**config.mk**
```make
export PLATFORM = sky130hd
export DESIGN_NAME = latched_segment_display_op
export DESIGN_NICKNAME = d
export VERILOG_FILES = /design/src/include/seg_scan_pkg.sv /design/src/hw/latched_segment_display_op.sv
export SDC_FILE = /design/constraint.sdc
export NUM_CORES = 1
export LEC_CHECK = 0
export ABC_CLOCK_PERIOD_IN_PS = 8400
export CAP_MARGIN = 20
export CORE_MARGIN = 5
export CORE_UTILIZATION = 60
export DETAILED_ROUTE_END_ITERATION = 10
export DONT_BUFFER_PORTS = 1
export PLACE_DENSITY = 0.85
export SYNTH_ARGS = -nofsm -noshare
export SYNTH_HDL_FRONTEND = slang
export SYNTH_SLANG_ARGS = --single-unit
export TNS_END_PERCENT = 1
```
**constraint.sdc**
```tcl
create_clock -name CLK_IN -period 8.4 [get_ports CLK_IN]
set_clock_uncertainty 0.05 [all_clocks]
set_input_delay 0.84 -clock CLK_IN [delete_from_list [all_inputs] [get_ports CLK_IN]]
set_output_delay 0.84 -clock CLK_IN [all_outputs]
set_load 0.02 [all_outputs]
```
**src/include/seg_scan_pkg.sv**
```systemverilog
package seg_scan_pkg;
    // Clock and scan time base
    localparam int CLK_PERIOD_NS = 10;
    localparam int SCAN_TIME_NS = 1000;
    localparam int SCAN_CYCLES = (SCAN_TIME_NS + CLK_PERIOD_NS - 1) / CLK_PERIOD_NS;
    // Pass layout
    localparam logic [3:0] PASS_LAST_STEP = 4'hb;
    localparam logic [3:0] STEPS_PER_DIGIT = 4'h3;
    localparam logic [1:0] STROBE_PHASE = 2'h1;
    localparam logic [15:0] MAX_VALUE = 16'h270f;
    localparam logic [3:0] MAX_SETTING = 4'h7;
    // Register byte offsets
    localparam logic [7:0] OFS_CTRL = 8'h00;
    localparam logic [7:0] OFS_SRC0 = 8'h04;
    localparam logic [7:0] OFS_SRC1 = 8'h08;
    localparam logic [7:0] OFS_STATUS = 8'h0c;
    localparam logic [7:0] OFS_MASK = 8'h10;
    localparam logic [7:0] OFS_ERRCODE = 8'h14;
    localparam logic [7:0] OFS_WORK = 8'h18;
    // Field positions
    localparam int CTRL_EN_BIT = 0;
    localparam int CTRL_SET_LSB = 4;
    localparam int ST_DONE_BIT = 0;
    localparam int ST_OPERR_BIT = 1;
    localparam int ST_RANGE_BIT = 2;
    localparam int SET_TWO_BIT = 2;
    localparam int SET_DNEG_BIT = 1;
    localparam int SET_LNEG_BIT = 0;
    // Reset values and error codes
    localparam logic [31:0] CTRL_RESET = 32'h0000_0000;
    localparam logic [2:0] MASK_RESET = 3'h0;
    localparam logic [15:0] ERR_NONE = 16'h0000;
    localparam logic [15:0] ERR_RANGE = 16'h200b;
    localparam logic [15:0] ERR_OPER = 16'h2003;

    typedef struct packed {
        logic two;
        logic data_neg;
        logic strobe_neg;
    } cfg_t;

    typedef enum logic {
        PASS_IDLE,
        PASS_RUN
    } pass_state_t;
endpackage

```
**src/hw/latched_segment_display_op.sv**
```systemverilog
// Functional notes
// (RULE1) One display uses eight outputs; two displays use twelve outputs.
// (RULE2) First source word goes to display one, next word to display two.
// (RULE3) Each binary source value is converted to BCD before display.
// (RULE4) Setting 0..7; 0..3 is one display, 4..7 is two displays.
// (RULE5) Even settings positive strobes, odd negative; upper pair negative data.
// (RULE6) Positive data outputs equal BCD bits; negative data outputs are complemented.
// (RULE7) Active strobe is 1 in positive logic, 0 in negative logic.
// (RULE8) BCD data on outputs 0..3, digit strobes on outputs 4..7.
// (RULE9) Second display data on outputs 8..11, sharing the same strobes.
// (RULE10) Strobes step cyclically while enabled; one pass takes twelve scan cycles.
// (RULE11) Enable rising restarts the strobe sequence from its first step.
// (RULE12) Completion flag stands for exactly one scan cycle after each pass.
// (RULE13) A source value above 9999 raises an operation error.
// (RULE14) Software must not alter the reserved working word while in use.
// (RULE15) Setting outside 0..7: do not run, flag error, report range code.
//
// Design decisions made here: the register offsets and the APB interface to the registers.
`timescale 1ns/1ps
`default_nettype none
module latched_segment_display_op (
    input wire logic CLK_IN,
    input wire logic RST_N_IN,
    input wire logic PSEL_IN,
    input wire logic PENABLE_IN,
    input wire logic PWRITE_IN,
    input wire logic [7:0] PADDR_IN,
    input wire logic [31:0] PWDATA_IN,
    output logic [31:0] PRDATA_OUT,
    output logic PREADY_OUT,
    output logic PSLVERR_OUT,
    output logic [11:0] SEG_OUT,
    output logic DISPLAY_PASS_DONE_FLAG_OUT,
    output logic ERR_OUT,
    output logic IRQ_OUT
);
    logic [31:0] ctrl_reg;
    logic [15:0] source_value_word0_reg;
    logic [15:0] source_value_word1_reg;
    logic [2:0] status_reg;
    logic [2:0] mask_reg;
    logic [15:0] errcode_reg;
    logic [3:0] step_reg;
    logic [6:0] tick_cnt_reg;
    logic tick;
    logic en_q_reg;
    logic en;
    logic en_rise;
    logic [3:0] setting;
    logic pass_start;
    logic pass_end;
    logic pass_ok_reg;
    seg_scan_pkg::pass_state_t state_reg;
    seg_scan_pkg::cfg_t cfg_reg;
    logic [15:0] bcd0_reg;
    logic [15:0] bcd1_reg;
    logic range_bad;
    logic value_bad;
    logic wr_fire;
    logic rd_fire;
    logic mapped;
    logic [31:0] rd_mux;
    logic [11:0] seg_next;
    logic [6:0] done_len;

    // Binary to BCD by shift and add-three, four digits wide
    function automatic logic [15:0] to_bcd(input logic [15:0] bin);
        logic [31:0] sh;
        sh = {16'h0000, bin};
        for (int i = 0; i < 16; i++) begin
            for (int d = 0; d < 4; d++) begin
                if (sh[16 + 4 * d +: 4] > 4'h4) begin
                    sh[16 + 4 * d +: 4] = sh[16 + 4 * d +: 4] + 4'h3;
                end
            end
            sh = {sh[30:0], 1'b0};
        end
        return sh[31:16];
    endfunction

    // Which digit place a pass step belongs to
    function automatic logic [1:0] digit_of(input logic [3:0] step);
        if (step < seg_scan_pkg::STEPS_PER_DIGIT) begin
            return 2'h0;
        end else if (step < 2 * seg_scan_pkg::STEPS_PER_DIGIT) begin
            return 2'h1;
        end else if (step < 3 * seg_scan_pkg::STEPS_PER_DIGIT) begin
            return 2'h2;
        end
        return 2'h3;
    endfunction

    // Decode of the setting and the source words
    assign en = ctrl_reg[seg_scan_pkg::CTRL_EN_BIT];
    assign setting = ctrl_reg[seg_scan_pkg::CTRL_SET_LSB +: 4];
    assign en_rise = en & ~en_q_reg;
    assign range_bad = setting > seg_scan_pkg::MAX_SETTING;
    assign value_bad = (source_value_word0_reg > seg_scan_pkg::MAX_VALUE)
        | (setting[seg_scan_pkg::SET_TWO_BIT]
        & (source_value_word1_reg > seg_scan_pkg::MAX_VALUE));
    assign tick = tick_cnt_reg == 7'(seg_scan_pkg::SCAN_CYCLES - 1);
    assign pass_end = tick & (step_reg == seg_scan_pkg::PASS_LAST_STEP);
    assign pass_start = en_rise | (en & pass_end);

    // APB strobes: a write lands only at the edge where the ready flop is high
    assign wr_fire = PSEL_IN & PENABLE_IN & PREADY_OUT & PWRITE_IN;
    assign rd_fire = PSEL_IN & PENABLE_IN & ~PREADY_OUT & ~PWRITE_IN;

    // Read multiplexer; unmapped addresses read zero and report slave error
    always_comb begin
        rd_mux = 32'h0000_0000;
        mapped = 1'b1;
        unique case (PADDR_IN)
            seg_scan_pkg::OFS_CTRL: rd_mux = ctrl_reg;
            seg_scan_pkg::OFS_SRC0: rd_mux = {16'h0000, source_value_word0_reg};
            seg_scan_pkg::OFS_SRC1: rd_mux = {16'h0000, source_value_word1_reg};
            seg_scan_pkg::OFS_STATUS: rd_mux = {29'h0000_0000, status_reg};
            seg_scan_pkg::OFS_MASK: rd_mux = {29'h0000_0000, mask_reg};
            seg_scan_pkg::OFS_ERRCODE: rd_mux = {16'h0000, errcode_reg};
            seg_scan_pkg::OFS_WORK: rd_mux = {23'h00_0000, pass_ok_reg, state_reg,
                3'h0, step_reg};
            default: mapped = 1'b0;
        endcase
    end

    // One wait state keeps ready and read data straight from flops
    always_ff @(posedge CLK_IN or negedge RST_N_IN) begin
        if (!RST_N_IN) begin
            PREADY_OUT <= 1'b0;
            PSLVERR_OUT <= 1'b0;
            PRDATA_OUT <= 32'h0000_0000;
        end else begin
            PREADY_OUT <= PSEL_IN & PENABLE_IN & ~PREADY_OUT;
            PSLVERR_OUT <= PSEL_IN & PENABLE_IN & ~PREADY_OUT & ~mapped;
            if (rd_fire) begin
                PRDATA_OUT <= rd_mux;
            end
        end
    end

    // Software-written control and source words
    always_ff @(posedge CLK_IN or negedge RST_N_IN) begin
        if (!RST_N_IN) begin
            ctrl_reg <= seg_scan_pkg::CTRL_RESET;
            source_value_word0_reg <= 16'h0000;
            source_value_word1_reg <= 16'h0000;
            mask_reg <= seg_scan_pkg::MASK_RESET;
        end else if (wr_fire) begin
            unique case (PADDR_IN)
                seg_scan_pkg::OFS_CTRL: ctrl_reg <= {24'h00_0000, PWDATA_IN[7:0]};
                seg_scan_pkg::OFS_SRC0: source_value_word0_reg <= PWDATA_IN[15:0];
                seg_scan_pkg::OFS_SRC1: source_value_word1_reg <= PWDATA_IN[15:0];
                seg_scan_pkg::OFS_MASK: mask_reg <= PWDATA_IN[2:0];
                // Working word is read-only, so software cannot disturb a pass
                default: ; // see (RULE14)
            endcase
        end
    end

    // Scan cycle time base, realigned on enable rising
    always_ff @(posedge CLK_IN or negedge RST_N_IN) begin
        if (!RST_N_IN) begin
            tick_cnt_reg <= 7'h00;
            en_q_reg <= 1'b0;
        end else begin
            en_q_reg <= en;
            if (!en || en_rise || tick) begin
                tick_cnt_reg <= 7'h00;
            end else begin
                tick_cnt_reg <= tick_cnt_reg + 7'h01;
            end
        end
    end

    // Pass sequencer; settings and values are frozen per pass to avoid torn digits
    always_ff @(posedge CLK_IN or negedge RST_N_IN) begin
        if (!RST_N_IN) begin
            state_reg <= seg_scan_pkg::PASS_IDLE;
            step_reg <= 4'h0;
            pass_ok_reg <= 1'b0;
            cfg_reg <= '0;
            bcd0_reg <= 16'h0000;
            bcd1_reg <= 16'h0000;
        end else if (!en) begin
            state_reg <= seg_scan_pkg::PASS_IDLE;
            step_reg <= 4'h0;
            pass_ok_reg <= 1'b0;
        end else if (pass_start) begin
            state_reg <= seg_scan_pkg::PASS_RUN;
            step_reg <= 4'h0; // see (RULE10) (RULE11)
            pass_ok_reg <= ~range_bad & ~value_bad; // see (RULE13) (RULE15)
            cfg_reg.two <= setting[seg_scan_pkg::SET_TWO_BIT]; // see (RULE4)
            cfg_reg.data_neg <= setting[seg_scan_pkg::SET_DNEG_BIT]; // see (RULE5)
            cfg_reg.strobe_neg <= setting[seg_scan_pkg::SET_LNEG_BIT]; // see (RULE5)
            bcd0_reg <= to_bcd(source_value_word0_reg); // see (RULE2) (RULE3)
            bcd1_reg <= to_bcd(source_value_word1_reg); // see (RULE2) (RULE3)
        end else if (tick) begin
            step_reg <= step_reg + 4'h1; // see (RULE10)
        end
    end

    // Output pattern: data set up, strobe for one scan cycle, then data held
    always_comb begin
        logic [1:0] dig;
        logic [1:0] phase;
        logic [3:0] nib0;
        logic [3:0] nib1;
        logic [3:0] strobes;
        dig = digit_of(step_reg);
        phase = 2'(step_reg - 4'(dig) * seg_scan_pkg::STEPS_PER_DIGIT);
        nib0 = bcd0_reg[4 * dig +: 4];
        nib1 = bcd1_reg[4 * dig +: 4];
        strobes = 4'h0;
        if (phase == seg_scan_pkg::STROBE_PHASE) begin
            strobes[dig] = 1'b1;
        end
        seg_next = {4'h0, {4{cfg_reg.strobe_neg}}, 4'h0};
        if (state_reg == seg_scan_pkg::PASS_RUN && pass_ok_reg) begin
            seg_next[3:0] = cfg_reg.data_neg ? ~nib0 : nib0; // see (RULE6) (RULE8)
            seg_next[7:4] = cfg_reg.strobe_neg ? ~strobes : strobes; // see (RULE7) (RULE8)
            if (cfg_reg.two) begin
                seg_next[11:8] = cfg_reg.data_neg ? ~nib1 : nib1; // see (RULE9)
            end
        end
        // Upper nibble stays low with one display: only eight outputs occupied
        seg_next[11:8] = cfg_reg.two ? seg_next[11:8] : 4'h0; // see (RULE1)
    end

    // Output flops
    always_ff @(posedge CLK_IN or negedge RST_N_IN) begin
        if (!RST_N_IN) begin
            SEG_OUT <= 12'h000;
        end else begin
            SEG_OUT <= seg_next;
        end
    end

    // Completion flag is held for exactly one scan cycle after a clean pass
    always_ff @(posedge CLK_IN or negedge RST_N_IN) begin
        if (!RST_N_IN) begin
            DISPLAY_PASS_DONE_FLAG_OUT <= 1'b0;
        end else if (!en || en_rise) begin
            DISPLAY_PASS_DONE_FLAG_OUT <= 1'b0;
        end else if (tick) begin
            DISPLAY_PASS_DONE_FLAG_OUT <= pass_end & pass_ok_reg; // see (RULE12)
        end
    end

    // Sticky status; a new event wins over a same-cycle write-one clear
    always_ff @(posedge CLK_IN or negedge RST_N_IN) begin
        if (!RST_N_IN) begin
            status_reg <= 3'h0;
            errcode_reg <= seg_scan_pkg::ERR_NONE;
        end else begin
            logic [2:0] set_v;
            logic [2:0] clr_v;
            set_v = 3'h0;
            set_v[seg_scan_pkg::ST_DONE_BIT] = en & pass_end & pass_ok_reg;
            set_v[seg_scan_pkg::ST_OPERR_BIT] = en & ~range_bad & value_bad; // see (RULE13)
            set_v[seg_scan_pkg::ST_RANGE_BIT] = en & range_bad; // see (RULE15)
            clr_v = (wr_fire && PADDR_IN == seg_scan_pkg::OFS_STATUS) ? PWDATA_IN[2:0] : 3'h0;
            status_reg <= (status_reg & ~clr_v) | set_v;
            if (set_v[seg_scan_pkg::ST_RANGE_BIT]) begin
                errcode_reg <= seg_scan_pkg::ERR_RANGE; // see (RULE15)
            end else if (set_v[seg_scan_pkg::ST_OPERR_BIT]) begin
                errcode_reg <= seg_scan_pkg::ERR_OPER;
            end
        end
    end

    // Interrupt and error levels
    always_ff @(posedge CLK_IN or negedge RST_N_IN) begin
        if (!RST_N_IN) begin
            IRQ_OUT <= 1'b0;
            ERR_OUT <= 1'b0;
        end else begin
            IRQ_OUT <= |(status_reg & mask_reg);
            ERR_OUT <= status_reg[seg_scan_pkg::ST_OPERR_BIT]
                | status_reg[seg_scan_pkg::ST_RANGE_BIT]; // see (RULE13) (RULE15)
        end
    end

    // Helper: length of the current completion flag
    always_ff @(posedge CLK_IN or negedge RST_N_IN) begin
        if (!RST_N_IN) begin
            done_len <= 7'h00;
        end else if (DISPLAY_PASS_DONE_FLAG_OUT) begin
            done_len <= done_len + 7'h01;
        end else begin
            done_len <= 7'h00;
        end
    end

    a_step_bound: assert property (@(posedge CLK_IN) disable iff (!RST_N_IN) // see (RULE10)
        step_reg <= seg_scan_pkg::PASS_LAST_STEP)
        else $error("pass step ran past the last step");

    a_enable_restart: assert property (@(posedge CLK_IN) disable iff (!RST_N_IN) // see (RULE11)
        en_rise |=> (step_reg == 4'h0 && state_reg == seg_scan_pkg::PASS_RUN
        && tick_cnt_reg == 7'h00))
        else $error("enable rise did not restart the pass");

    a_done_length: assert property (@(posedge CLK_IN) disable iff (!RST_N_IN) // see (RULE12)
        $fell(DISPLAY_PASS_DONE_FLAG_OUT) && $past(en) && en
        |-> $past(done_len) == 7'(seg_scan_pkg::SCAN_CYCLES - 1))
        else $error("completion flag did not last one scan cycle");

    a_range_error: assert property (@(posedge CLK_IN) disable iff (!RST_N_IN) // see (RULE15)
        en && range_bad |=> status_reg[seg_scan_pkg::ST_RANGE_BIT]
        && errcode_reg == seg_scan_pkg::ERR_RANGE ##1 ERR_OUT)
        else $error("bad setting not reported");

    a_strobe_single: assert property (@(posedge CLK_IN) disable iff (!RST_N_IN) // see (RULE7)
        $countones($past(cfg_reg.strobe_neg) ? ~SEG_OUT[7:4] : SEG_OUT[7:4]) <= 1)
        else $error("more than one digit strobe active");

    a_one_display: assert property (@(posedge CLK_IN) disable iff (!RST_N_IN) // see (RULE1)
        !$past(cfg_reg.two) |-> SEG_OUT[11:8] == 4'h0)
        else $error("upper outputs driven with one display");

    a_no_run_fault: assert property (@(posedge CLK_IN) disable iff (!RST_N_IN) // see (RULE13)
        pass_start && value_bad ##1 !pass_start [*2]
        |-> SEG_OUT[7:4] == {4{$past(cfg_reg.strobe_neg)}})
        else $error("strobes active during a faulted pass");

    a_irq_level: assert property (@(posedge CLK_IN) disable iff (!RST_N_IN)
        (|(status_reg & mask_reg)) |=> IRQ_OUT)
        else $error("interrupt missing for unmasked status");

    a_ready_pulse: assert property (@(posedge CLK_IN) disable iff (!RST_N_IN)
        PSEL_IN && PENABLE_IN && !PREADY_OUT |=> PREADY_OUT ##1 !PREADY_OUT)
        else $error("ready not a single-cycle answer");

    a_done_at_end: assert property (@(posedge CLK_IN) disable iff (!RST_N_IN) // see (RULE12)
        $rose(DISPLAY_PASS_DONE_FLAG_OUT) |-> $past(pass_end) && $past(pass_ok_reg))
        else $error("completion flag raised without a clean pass");

    a_err_level: assert property (@(posedge CLK_IN) disable iff (!RST_N_IN) // see (RULE13)
        status_reg[seg_scan_pkg::ST_OPERR_BIT] || status_reg[seg_scan_pkg::ST_RANGE_BIT]
        |=> ERR_OUT)
        else $error("error pin low while an error is recorded");

    // Disabled: data lines fall two clocks later, once the idle state reaches the flops
    a_idle_dark: assert property (@(posedge CLK_IN) disable iff (!RST_N_IN)
        !en |-> ##2 (SEG_OUT[3:0] == 4'h0 && SEG_OUT[11:8] == 4'h0))
        else $error("data lines driven while disabled");
endmodule
`default_nettype wire

```
# ---- Word level (Yosys, flattened, before mapping)
# Index checks and enable logic that the tools add are counted.
dict set report op_classes {
  add_sub_neg 71
  n_mul 1
  magnitude_cmp 76
  eq_ne 11
  shift 2
  muxes 219
  n_bitwise 32
  n_reduce_logical 16
}
# operator n
set ops {}
lappend ops {{4-bit 2-to-1 mux} 177}
lappend ops {{4-bit by 3-bit greater-than comparator with 1-bit output, second input constant} 61}
lappend ops {{4-bit by 2-bit adder with 4-bit output, second input constant} 54}
lappend ops {{16-bit case mux with 7 select lines} 1}
lappend ops {{3-bit 2-to-1 mux} 21}
lappend ops {{16-bit by 14-bit greater-than comparator with 1-bit output, second input constant} 2}
lappend ops {{16-bit 2-to-1 mux} 2}
lappend ops {{16-bit by 5-bit variable part select with 4-bit output} 2}
lappend ops {{3-bit by 2-bit adder with 3-bit output, second input constant} 8}
lappend ops {{3-bit by 2-bit adder with 4-bit output, second input constant} 6}
lappend ops {{8-bit by 5-bit equality test with 1-bit output, second input constant} 3}
lappend ops {{3-bit greater-than comparator, second input constant} 8}
lappend ops {{1-bit AND} 16}
lappend ops {{8-bit by 4-bit equality test with 1-bit output, second input constant} 2}
lappend ops {{12-bit 2-to-1 mux} 1}
lappend ops {{4-bit inverter} 3}
lappend ops {{1-bit 2-to-1 mux} 11}
lappend ops {{2-bit AND reduction} 5}
lappend ops {{8-bit by 3-bit equality test with 1-bit output, second input constant} 1}
lappend ops {{8-bit zero test} 1}
lappend ops {{2-bit 2-to-1 mux} 4}
lappend ops {{7-bit by 1-bit adder with 7-bit output, second input constant} 1}
lappend ops {{7-bit equality test, second input constant} 1}
lappend ops {{7-bit 2-to-1 mux} 1}
lappend ops {{other kinds (24)} 36}
dict set report word_totals {
  regBits 160
  in_bits 45
}

# ---- Logic depth before layout (Yosys ltp)
# Gate-level depths: netlist (run 1).
dict set report depth {
  depth_word 52
  depth_mapped 48
  mapped_depth_nobuf 42
}

# ---- Worst setup path after synthesis (run 1)
# OpenSTA, ideal clock, no wires.
dict set report synth_path {
  path_kind {register to register}
  from {register source_value_word1_reg[13]}
  to {register bcd1_reg[14]}
  arrival_ns 8.163
  t_required_ns 8.274
  setup_slack_ns 0.110
  stages_incl_launch_ff 45
  period_less_slack_ns 8.290
  path_cell_list {dfrtp_1 -> buf_6 -> inv_1 -> ha_1 -> inv_1 -> ha_1 -> buf_6 -> or2_2 -> nand4_1 -> a21oi_1 -> o21a_1 -> or2_2 -> inv_1 -> ha_1 -> inv_1 -> ha_1 -> or3_1 -> clkbuf_1 -> (+9 left out) -> xnor2_1 -> nor2_1 -> o311ai_2 -> nor2_1 -> nand3_1 -> nand4_1 -> nor2_1 -> nor2b_1 -> a221o_1 -> o21ai_1 -> ha_1 -> nand2_1 -> o21ai_0 -> o21ai_0 -> mux2i_1 -> o211ai_2 -> mux2_1 -> o21ai_1}
}
dict set report synth_between {
  elab_chain_len 50
  elab_cells_between_ends 138
  classes_between {add/sub: 28; order compare: 28; mux: 82}
}
# element line_no
set synth_lines {}
lappend synth_lines {{start, declared} latched_segment_display_op.sv:39} ;# logic [15:0] source_value_word1_reg;
lappend synth_lines {{start signal, assigned} latched_segment_display_op.sv:152} ;# seg_scan_pkg::OFS_SRC1: source_value_word1_reg <= PWDATA_IN[15:0];
lappend synth_lines {{3-bit by 2-bit adder with 4-bit output / 3-bit greater-than comparator (equally long branches)} {latched_segment_display_op.sv:73, latched_segment_display_op.sv:72}}
lappend synth_lines {{4-bit 2-to-1 mux *} latched_segment_display_op.sv:72} ;# if (sh[16 + 4 * d +: 4] > 4'h4) begin
lappend synth_lines {{4-bit 2-to-1 mux *} latched_segment_display_op.sv:188} ;# end else if (pass_start) begin
lappend synth_lines {{4-bit 2-to-1 mux *} latched_segment_display_op.sv:184} ;# end else if (!en) begin
lappend synth_lines {{4-bit by 2-bit adder with 4-bit output / 4-bit by 3-bit greater-than comparator with 1-bit output (equally long branches)} {latched_segment_display_op.sv:73, latched_segment_display_op.sv:72}}
lappend synth_lines {{4-bit 2-to-1 mux} latched_segment_display_op.sv:72}
lappend synth_lines {{4-bit 2-to-1 mux} latched_segment_display_op.sv:188}
lappend synth_lines {{4-bit 2-to-1 mux} latched_segment_display_op.sv:184}
lappend synth_lines {{(+34 left out)} n/a}
lappend synth_lines {{4-bit 2-to-1 mux / 3-bit 2-to-1 mux (equally long branches)} latched_segment_display_op.sv:188}
lappend synth_lines {{4-bit 2-to-1 mux / 3-bit 2-to-1 mux (equally long branches)} latched_segment_display_op.sv:184}
lappend synth_lines {{4-bit by 2-bit adder with 4-bit output, or another cell as far along} latched_segment_display_op.sv:73} ;# sh[16 + 4 * d +: 4] = sh[16 + 4 * d +: 4] + 4'h3;
lappend synth_lines {{4-bit 2-to-1 mux / 3-bit 2-to-1 mux (equally long branches)} latched_segment_display_op.sv:72}
lappend synth_lines {{4-bit 2-to-1 mux / 3-bit 2-to-1 mux (equally long branches)} latched_segment_display_op.sv:188}
lappend synth_lines {{4-bit 2-to-1 mux / 3-bit 2-to-1 mux (equally long branches)} latched_segment_display_op.sv:184}
lappend synth_lines {{4-bit by 3-bit greater-than comparator with 1-bit output / 3-bit by 2-bit adder with 3-bit output (equally long branches)} {latched_segment_display_op.sv:72, latched_segment_display_op.sv:73}}
lappend synth_lines {{3-bit 2-to-1 mux *} latched_segment_display_op.sv:72}
lappend synth_lines {{end signal, assigned} latched_segment_display_op.sv:196} ;# bcd1_reg <= to_bcd(source_value_word1_reg);
lappend synth_lines {{end, declared} latched_segment_display_op.sv:56} ;# logic [15:0] bcd1_reg;
# Mark *: on every way between the ends. The rest lies on a longest branch, timed or not. The select of a mux whose other input is x is not followed.
# A chain may end at the register's enable or synchronous reset.

# ---- Worst setup path after layout (run 1)
dict set report layout_path {
  from {register source_value_word0_reg[14]}
  to {register bcd0_reg[2]}
}
dict set report layout_between {
  elab_chain_len 50
  elab_cells_between_ends 63
  classes_between {add/sub: 13; order compare: 13; mux: 37}
}
# element line_no
set layout_lines {}
lappend layout_lines {{start, declared} latched_segment_display_op.sv:38} ;# logic [15:0] source_value_word0_reg;
lappend layout_lines {{start signal, assigned} latched_segment_display_op.sv:151} ;# seg_scan_pkg::OFS_SRC0: source_value_word0_reg <= PWDATA_IN[15:0];
lappend layout_lines {{3-bit by 2-bit adder with 4-bit output / 3-bit greater-than comparator (equally long branches)} {latched_segment_display_op.sv:73, latched_segment_display_op.sv:72}}
lappend layout_lines {{4-bit 2-to-1 mux *} latched_segment_display_op.sv:72}
lappend layout_lines {{4-bit 2-to-1 mux *} latched_segment_display_op.sv:188}
lappend layout_lines {{4-bit 2-to-1 mux *} latched_segment_display_op.sv:184}
lappend layout_lines {{4-bit by 2-bit adder with 4-bit output / 4-bit by 3-bit greater-than comparator with 1-bit output (equally long branches)} {latched_segment_display_op.sv:73, latched_segment_display_op.sv:72}}
lappend layout_lines {{4-bit 2-to-1 mux *} latched_segment_display_op.sv:72}
lappend layout_lines {{4-bit 2-to-1 mux *} latched_segment_display_op.sv:188}
lappend layout_lines {{4-bit 2-to-1 mux *} latched_segment_display_op.sv:184}
lappend layout_lines {{(+34 left out)} n/a}
lappend layout_lines {{4-bit 2-to-1 mux *} latched_segment_display_op.sv:188}
lappend layout_lines {{4-bit 2-to-1 mux *} latched_segment_display_op.sv:184}
lappend layout_lines {{4-bit by 3-bit greater-than comparator with 1-bit output / 4-bit by 2-bit adder with 4-bit output (equally long branches)} {latched_segment_display_op.sv:72, latched_segment_display_op.sv:73}}
lappend layout_lines {{4-bit 2-to-1 mux *} latched_segment_display_op.sv:72}
lappend layout_lines {{4-bit 2-to-1 mux *} latched_segment_display_op.sv:188}
lappend layout_lines {{4-bit 2-to-1 mux *} latched_segment_display_op.sv:184}
lappend layout_lines {{4-bit by 2-bit adder with 4-bit output / 4-bit by 3-bit greater-than comparator with 1-bit output (equally long branches)} {latched_segment_display_op.sv:73, latched_segment_display_op.sv:72}}
lappend layout_lines {{4-bit 2-to-1 mux *} latched_segment_display_op.sv:72}
lappend layout_lines {{end signal, assigned} latched_segment_display_op.sv:195} ;# bcd0_reg <= to_bcd(source_value_word0_reg);
lappend layout_lines {{end, declared} latched_segment_display_op.sv:55} ;# logic [15:0] bcd0_reg;
# Marked as above.

==> impl_metrics.py, run 1 <==
metrics = {
    "min_path": {
        "hold_class": "in2async",
    },
    "worst_setup_path": {
        "cp.depth": 39,
        "rr_worst_depth": 39,
        "cp_common_cell": "a21oi_1",
        "path_buf_inv": 6,
        "crit_family": "compound AO/OA/AOI/OAI gates",
        "cp-start-kind": "register",
        "crit_required_ns": 8.62,
        "cp-end-kind": "register",
        "cp_max_fo": 14,
        "crit_path_top_delay_cell": "dfrtp_2",
        "worstPathArrival_ns": 8.25,
        "critical_path_class": "reg2reg",
        "cp_slowest_stage_delay_ns": 0.46,
    },
    "finish": {
        "area_growth_pct": 11.61,
        "final_net_count": 2217,
        "fin_util_pct": 67.88,
        "layout-drive-gt1-share_pct": 17.98,
        "antenna_cells": 0,
    },
    "detailed_routing": {
        "drt_pass1_iterations": 9,
        "viasPerCell": 7.037,
        "drtAntennaViolNets": 0,
        "vias": 17390,
        "drt_iter0_drc": 2013,
        "route.detailed.drc": 0,
        "wirelength_mm": 47.66,
        "wire_per_inst_um": 19.29,
    },
    "global_routing": {
        "grtUsageMet2_pct": 52.25,
        "first_global_vias": 15890,
        "grtUsageTotal_pct": 30.33,
        "globalRoute.totalOverflow": 0,
        "grt_max_degree": 131,
        "grt_pass1_wl_mm": 76.65,
        "antenna_found_initial": 0,
        "met3_usage_pct": 4.504,
        "grt-busiest-layer": "met2",
        "grt_util_met1_pct": 37.48,
    },
    "clock_tree": {
        "clkTransAtPathRegs_ns": 0.07,
        "cts_tree": "yes",
        "cts_hold_buf": 0,
        "cts_buffer_depth": 2,
        "htreeDepth": 4,
        "insertion_delay_ns": 0.43,
        "root_buffer": "clkbuf_16",
        "cts_sinks": 130,
        "cts_buffers": 17,
    },
    "logic_synthesis": {
        "synth_edf_count": 0,
        "yosys.area.top_type_share_pct": 20.58,
        "ys.warnings.count": 0,
        "ys_top_cells_by_area": "dfrtp_1 21%, nand2_1 6.0%, nor2_1 4.6%",
        "ys_ff_latch": 130,
        "ys_async_sr_fraction_pct": 100.0,
        "yosysUniqueCellTypes": 126,
        "avgSynthCellArea_um2": 7.479,
        "yosysSeqAreaShare_pct": 20.58,
        "yosys.area.top_type": "dfrtp_1",
        "synth_flop_cell": "dfrtp_1",
        "syn_area_mm2": 0.01580,
        "synth_cells": 2113,
    },
    "floorplanning": {
        "die_y_um": 172.3,
        "die_x_um": 172.3,
        "core-area_mm2": 0.02598,
        "rows": 59,
        "io_pins": 94,
        "design.die.area_mm2": 0.02969,
        "initial_core_util_pct": 60.82,
    },
    "timing": {
        "post-route-min-period_ns": 8.028,
        "finalSetupViolCount": 0,
        "setup_ws_ns": 0.3716,
        "finalHoldViolations": 0,
        "worst_slew_pin_slew_ns": 1.062,
        "finalCritPeriodShare_pct": 95.58,
        "rsz0062_at_grt": "yes",
        "whs_ns": 0.05013,
        "slew_violations": 0,
        "slew_headroom_pct": 28.91,
        "fmax_mhz": 124.6,
    },
    "power": {
        "power_leakage_nw": 7.007,
        "switchingPower_mw": 1.032,
        "seqPwrFrac_pct": 26.3,
        "swShare_pct": 39.03,
        "power_frac_comb_pct": 44.9,
        "power_density_mw_per_mm2": 149.9,
        "clock_power_share_pct": 28.8,
        "vdd_ir_drop_max_v": 0.0001576,
        "p_int_mw": 1.612,
    },
    "placement": {
        "port_buffers": 0,
        "hpwl_mm": 33.12,
        "routabilityCongestion": 0.9738,
        "pre_cts_ws_ns": -0.1472,
    },
    "run": {
        "drv_cap": 0,
    },
    "outcome": {
        "status": "finished clean",
    },
}
==> worst paths after layout <==
kind	slack, ns	endpoint	startpoint
min in group CLK_IN	0.41	tick_cnt_reg[0]	tick_cnt_reg[0]
hold reg to reg	0.41	tick_cnt_reg[0]	tick_cnt_reg[0]
max in group asynchronous	8.01	source_value_word0_reg[13]	RST_N_IN
setup / recovery	0.37	bcd0_reg[2]	source_value_word0_reg[14]
setup reg to reg	0.37	bcd0_reg[2]	source_value_word0_reg[14]
hold / removal	0.05	SEG_OUT[3]	RST_N_IN
==> what timing repair did <==
action,4_1_cts,5_1_grt
pin swaps,1,27
resized for setup,12,98
buffers inserted,3,25
setup endpoints to repair,7,28
==> power by group through the flow <==
| stage | logic, mW | registers, mW | clock network, mW |
|---|---|---|---|
| 6_report | 1.19 | 0.696 | 0.761 |
| 4_1_cts | 1.07 | 0.696 | 0.761 |
| 2_1_floorplan | 0.857 | 0.695 | 0 |
| 5_1_grt | 1.29 | 0.699 | 0.792 |
| 3_5_place_dp | 1.06 | 0.707 | 0 |
| 3_3_place_gp | 1.02 | 0.706 | 0 |
==> cells in the mapped netlist (all sizes together) (9+ instances only) <==
cell and count:
a2111oi 9, and3 21, nor2b 14, mux2i 47, o21a 18, a32oi 15, nor4 30, ha 49
xnor2 52, o2111ai 15, o311ai 14, or3 14, nand2b 20, nand4 30, nand2 259, and2 35
a22o 11, o31ai 15, o221ai 10, a21o 19, dfrtp 130, a22oi 28, a221oi 20, or4 9
o211a 10, o21ai 154, a311oi 11, o211ai 37, a21boi 12, o22ai 16, clkbuf 88, a21oi 144
mux2 46, nor2 206, nand3 77, a211oi 25, inv 58, a31oi 42, nor3 67, or2 9
buf 71, xor2 17
==> cell usage in the layout, fill, tap and decap left out, types with 25 or more instances in the layout <==
cell / synthesis / layout
o211ai_1: 36 / 36
mux2_2: 40 / 39
o21ai_1: 34 / 30
nor3_1: 64 / 59
nand4_1: 29 / 29
nand3_1: 77 / 77
a22oi_1: 27 / 25
o21ai_0: 117 / 115
and2_1: 34 / 27
a21oi_1: 142 / 140
buf_4: 25 / 134
dfrtp_1: 130 / 128
nand2_1: 254 / 254
nor2_1: 194 / 188
inv_1: 56 / 54
mux2i_1: 47 / 42
xnor2_1: 49 / 46
ha_1: 49 / 36
a31oi_1: 39 / 37
==> area by class of cell <==
class	count	area (µm²)
well taps	335	419.2
fillers	2030	8346
clock inverters	14	168.9
inverters	64	240.2
flip-flops and latches	130	3256
clock buffers	18	429.2
repair buffers	135	1017
multi-input cells	1775	12110
==> logic make-up (layout without fill, tap and decap cells) <==
family / count (synthesis) / after routing / share of synthesized area [%]
AND/OR/NAND/NOR: 814 / 814 / 25.07
adder cells (fa/ha/maj): 50 / 50 / 3.943
multiplexers: 97 / 97 / 6.848
buffers and inverters: 223 / 231 / 6.452
other: 1 / 16 / 0.02373
flip-flops: 130 / 130 / 20.58
AO/OA/AOI/OAI: 729 / 729 / 33.00
XOR/XNOR: 69 / 69 / 4.085
==> stage by stage <==
step / instances / power (mW) / area, µm² / setup TNS, ns
3_5_place_dp: 2411 / 1.769 / 16330 / -0.3154
6_report: 2471 / 2.643 / 17640 / 0
2_1_floorplan: 2128 / 1.552 / 15860 / 0
3_3_place_gp: 2411 / 1.723 / 16330 / 0
4_1_cts: 2446 / 2.531 / 17000 / -0.004619
5_1_grt: 2471 / 2.785 / 17640 / -0.3765
==> per-layer routing <==
layer	share of wire, %	vias up
met5	0	-
met4	4.9	0
met3	7.8	198
met2	48	966
met1	39	8240
li1	-	7984
Power figures use the tool's default switching activity.
==> run 2: changes to the inputs <==
- PLACE_DENSITY: 0.85 -> not set
- PLACE_DENSITY_LB_ADDON: not set -> 0.15
==> run 2 against run 1 <==
  * Die area unchanged
  * First-iteration DRC count grew 0.65%
  * Global-route usage down 0.96 points
==> impl_metrics.py, run 2 (synthesis results as in run 1) <==
metrics = {
    "outcome": {
        "status": "finished clean",
    },
    "detailed_routing": {
        "drtAntennaViolNets": 0,
        "route.detailed.drc": 0,
        "viasPerCell": 6.813,
        "drt_pass1_iterations": 6,
        "vias": 16920,
        "wirelength_mm": 45.57,
        "drt_iter0_drc": 2026,
        "wire_per_inst_um": 18.35,
    },
    "worst_setup_path": {
        "cp_max_fo": 10,
        "cp_slowest_stage_delay_ns": 0.49,
        "cp_common_cell": "o21ai_1",
        "crit_family": "compound AO/OA/AOI/OAI gates",
        "crit_required_ns": 8.68,
        "rr_startpoint": "source_value_word1_reg[13]",
        "critical_path_class": "reg2reg",
        "path_buf_inv": 6,
        "worstPathArrival_ns": 8.39,
        "cp-start-kind": "register",
        "cp-end-kind": "register",
        "cp-startpoint": "source_value_word1_reg[13]",
        "crit_path_top_delay_cell": "a2111oi_2",
    },
    "floorplanning": {
        "initial_core_util_pct": 60.82,
        "rows": 59,
        "io_pins": 94,
        "die_x_um": 172.3,
        "design.die.area_mm2": 0.02969,
        "die_y_um": 172.3,
        "core-area_mm2": 0.02598,
    },
    "clock_tree": {
        "htreeDepth": 4,
        "clkTransAtPathRegs_ns": 0.06,
        "insertion_delay_ns": 0.41,
        "root_buffer": "clkbuf_16",
        "cts_tree": "yes",
        "cts_sinks": 130,
        "cts_buffers": 17,
        "cts_buffer_depth": 2,
    },
    "finish": {
        "layout_common_cells": "252 x nand2_1, 187 x nor2_1, 147 x buf_4, 138 x a21oi_1, 129 x dfrtp_1",
        "antenna_cells": 0,
        "final_common_cell": "nand2_1",
        "area_growth_pct": 12.14,
        "finalInstanceArea_mm2": 0.01772,
        "layout-drive-gt1-share_pct": 18.39,
        "final_net_count": 2230,
    },
    "timing": {
        "finalCritPeriodShare_pct": 96.55,
        "slew_headroom_pct": 33.04,
        "rsz0062_at_grt": "yes",
        "finalSetupViolCount": 0,
        "setup_tns_ns": 0,
        "post-route-min-period_ns": 8.110,
        "slew_violations": 0,
        "fmax_mhz": 123.3,
        "finalHoldViolations": 0,
        "worst_slew_pin_slew_ns": 1.001,
        "setup_ws_ns": 0.2901,
    },
    "global_routing": {
        "first_global_vias": 15240,
        "globalRoute.totalOverflow": 0,
        "grt_util_met1_pct": 38.75,
        "grt_max_degree": 131,
        "grt_pass1_wl_mm": 74.03,
        "met3_usage_pct": 3.178,
        "grt-busiest-layer": "met2",
        "antenna_found_initial": 0,
        "grtUsageMet2_pct": 49.14,
        "grtUsageTotal_pct": 29.37,
    },
    "placement": {
        "routabilityCongestion": 0.9547,
        "port_buffers": 0,
        "pre_cts_ws_ns": -0.1554,
        "hpwl_mm": 32.52,
        "place_area_mm2": 0.01638,
    },
    "power": {
        "power_density_mw_per_mm2": 149.4,
        "vdd_ir_drop_max_v": 0.0001358,
        "power_leakage_nw": 7.079,
    },
    "run": {
        "drv_cap": 0,
    },
    "min_path": {
        "hold_class": "in2async",
    },
}
[run 2: cell count changes in the layout (fill, tap and decap cells not counted), sizes merged]
cell / previous run / this run
inv: 65 / 64
bufinv: 2 / 3
buf: 135 / 148
clkinvlp: 3 / 2
[run 2: what timing repair did]
action / in CTS / in global routing
setup endpoints to repair: 6 / 28
gates cloned: 0 / 0
hold buffers: 0 / 0
gates resized for setup: 12 / 92
pin swaps: 2 / 28
buffers inserted: 7 / 30
[run 2: path summary, 6_finish.rpt]
| kind | slack (ns) | end | cells past startpoint |
|---|---|---|---|
| worst max-delay path | 0.29 | bcd1_reg[2] | 36 |
| worst min-delay path | 0.07 | SEG_OUT[1] | 0 |
| worst max register to register | 0.29 | bcd1_reg[2] | 36 |
| worst min register to register | 0.42 | tick_cnt_reg[0] | 1 |
| max in group asynchronous | 8.03 | source_value_word0_reg[13] | 0 |
| min in group CLK_IN | 0.42 | tick_cnt_reg[0] | 1 |
[run 2: worst reg2reg max path, delay by kind of cell, from the launching register on]
kind                       cells  cell delay, ns
AOI/OAI and AO/OA             13            3.29
xor gates and xnor gates       4            0.89
adders and majority gates      6            1.38
buffers and inverters          6            0.68
DFF                            1            0.38
muxes                          1            0.36
and+or+nand+nor                6            1.00
[run 2: cell type report]
| type | count | area (µm²) |
|---|---|---|
| Clock buffer | 18 | 439.2 |
| Tap cell | 335 | 419.2 |
| Multi-Input combinational cell | 1775 | 12070 |
| Timing Repair Buffer | 148 | 1124 |
| Inverter | 64 | 240.2 |
| Fill cell | 2140 | 8262 |
| Clock inverter | 13 | 173.9 |
| Sequential cell | 130 | 3254 |
[run 2: metal layers]
| metal | up-vias | share of wire, % | routed length [µm] |
|---|---|---|---|
| met5 | - | 0 | 0 |
| met4 | 0 | 4.1 | 1862 |
| met3 | 117 | 6.2 | 2831 |
| met2 | 752 | 48 | 21950 |
| met1 | 8033 | 42 | 18930 |
| li1 | 8015 | - | - |
[run 2: metrics by stage]
step	total power, mW	std cells	hold WS [ns]	util [%]
2_1_floorplan	1.552	2128	0.3744	-
5_1_grt	2.812	2483	0.04857	68.21
4_1_cts	2.573	2453	0.05384	65.76
3_3_place_gp	1.753	2415	0.3893	63.02
3_5_place_dp	1.783	2415	0.4123	63.02
6_report	2.647	2483	0.06935	68.21
[run 2: report_power, final]
part / leakage [nW] / switching, mW / internal [mW]
clock network: 0.296 / 0.302 / 0.480
registers: 1.63 / 0.0439 / 0.652
logic: 5.15 / 0.660 / 0.509
total: 7.08 / 1.01 / 1.64
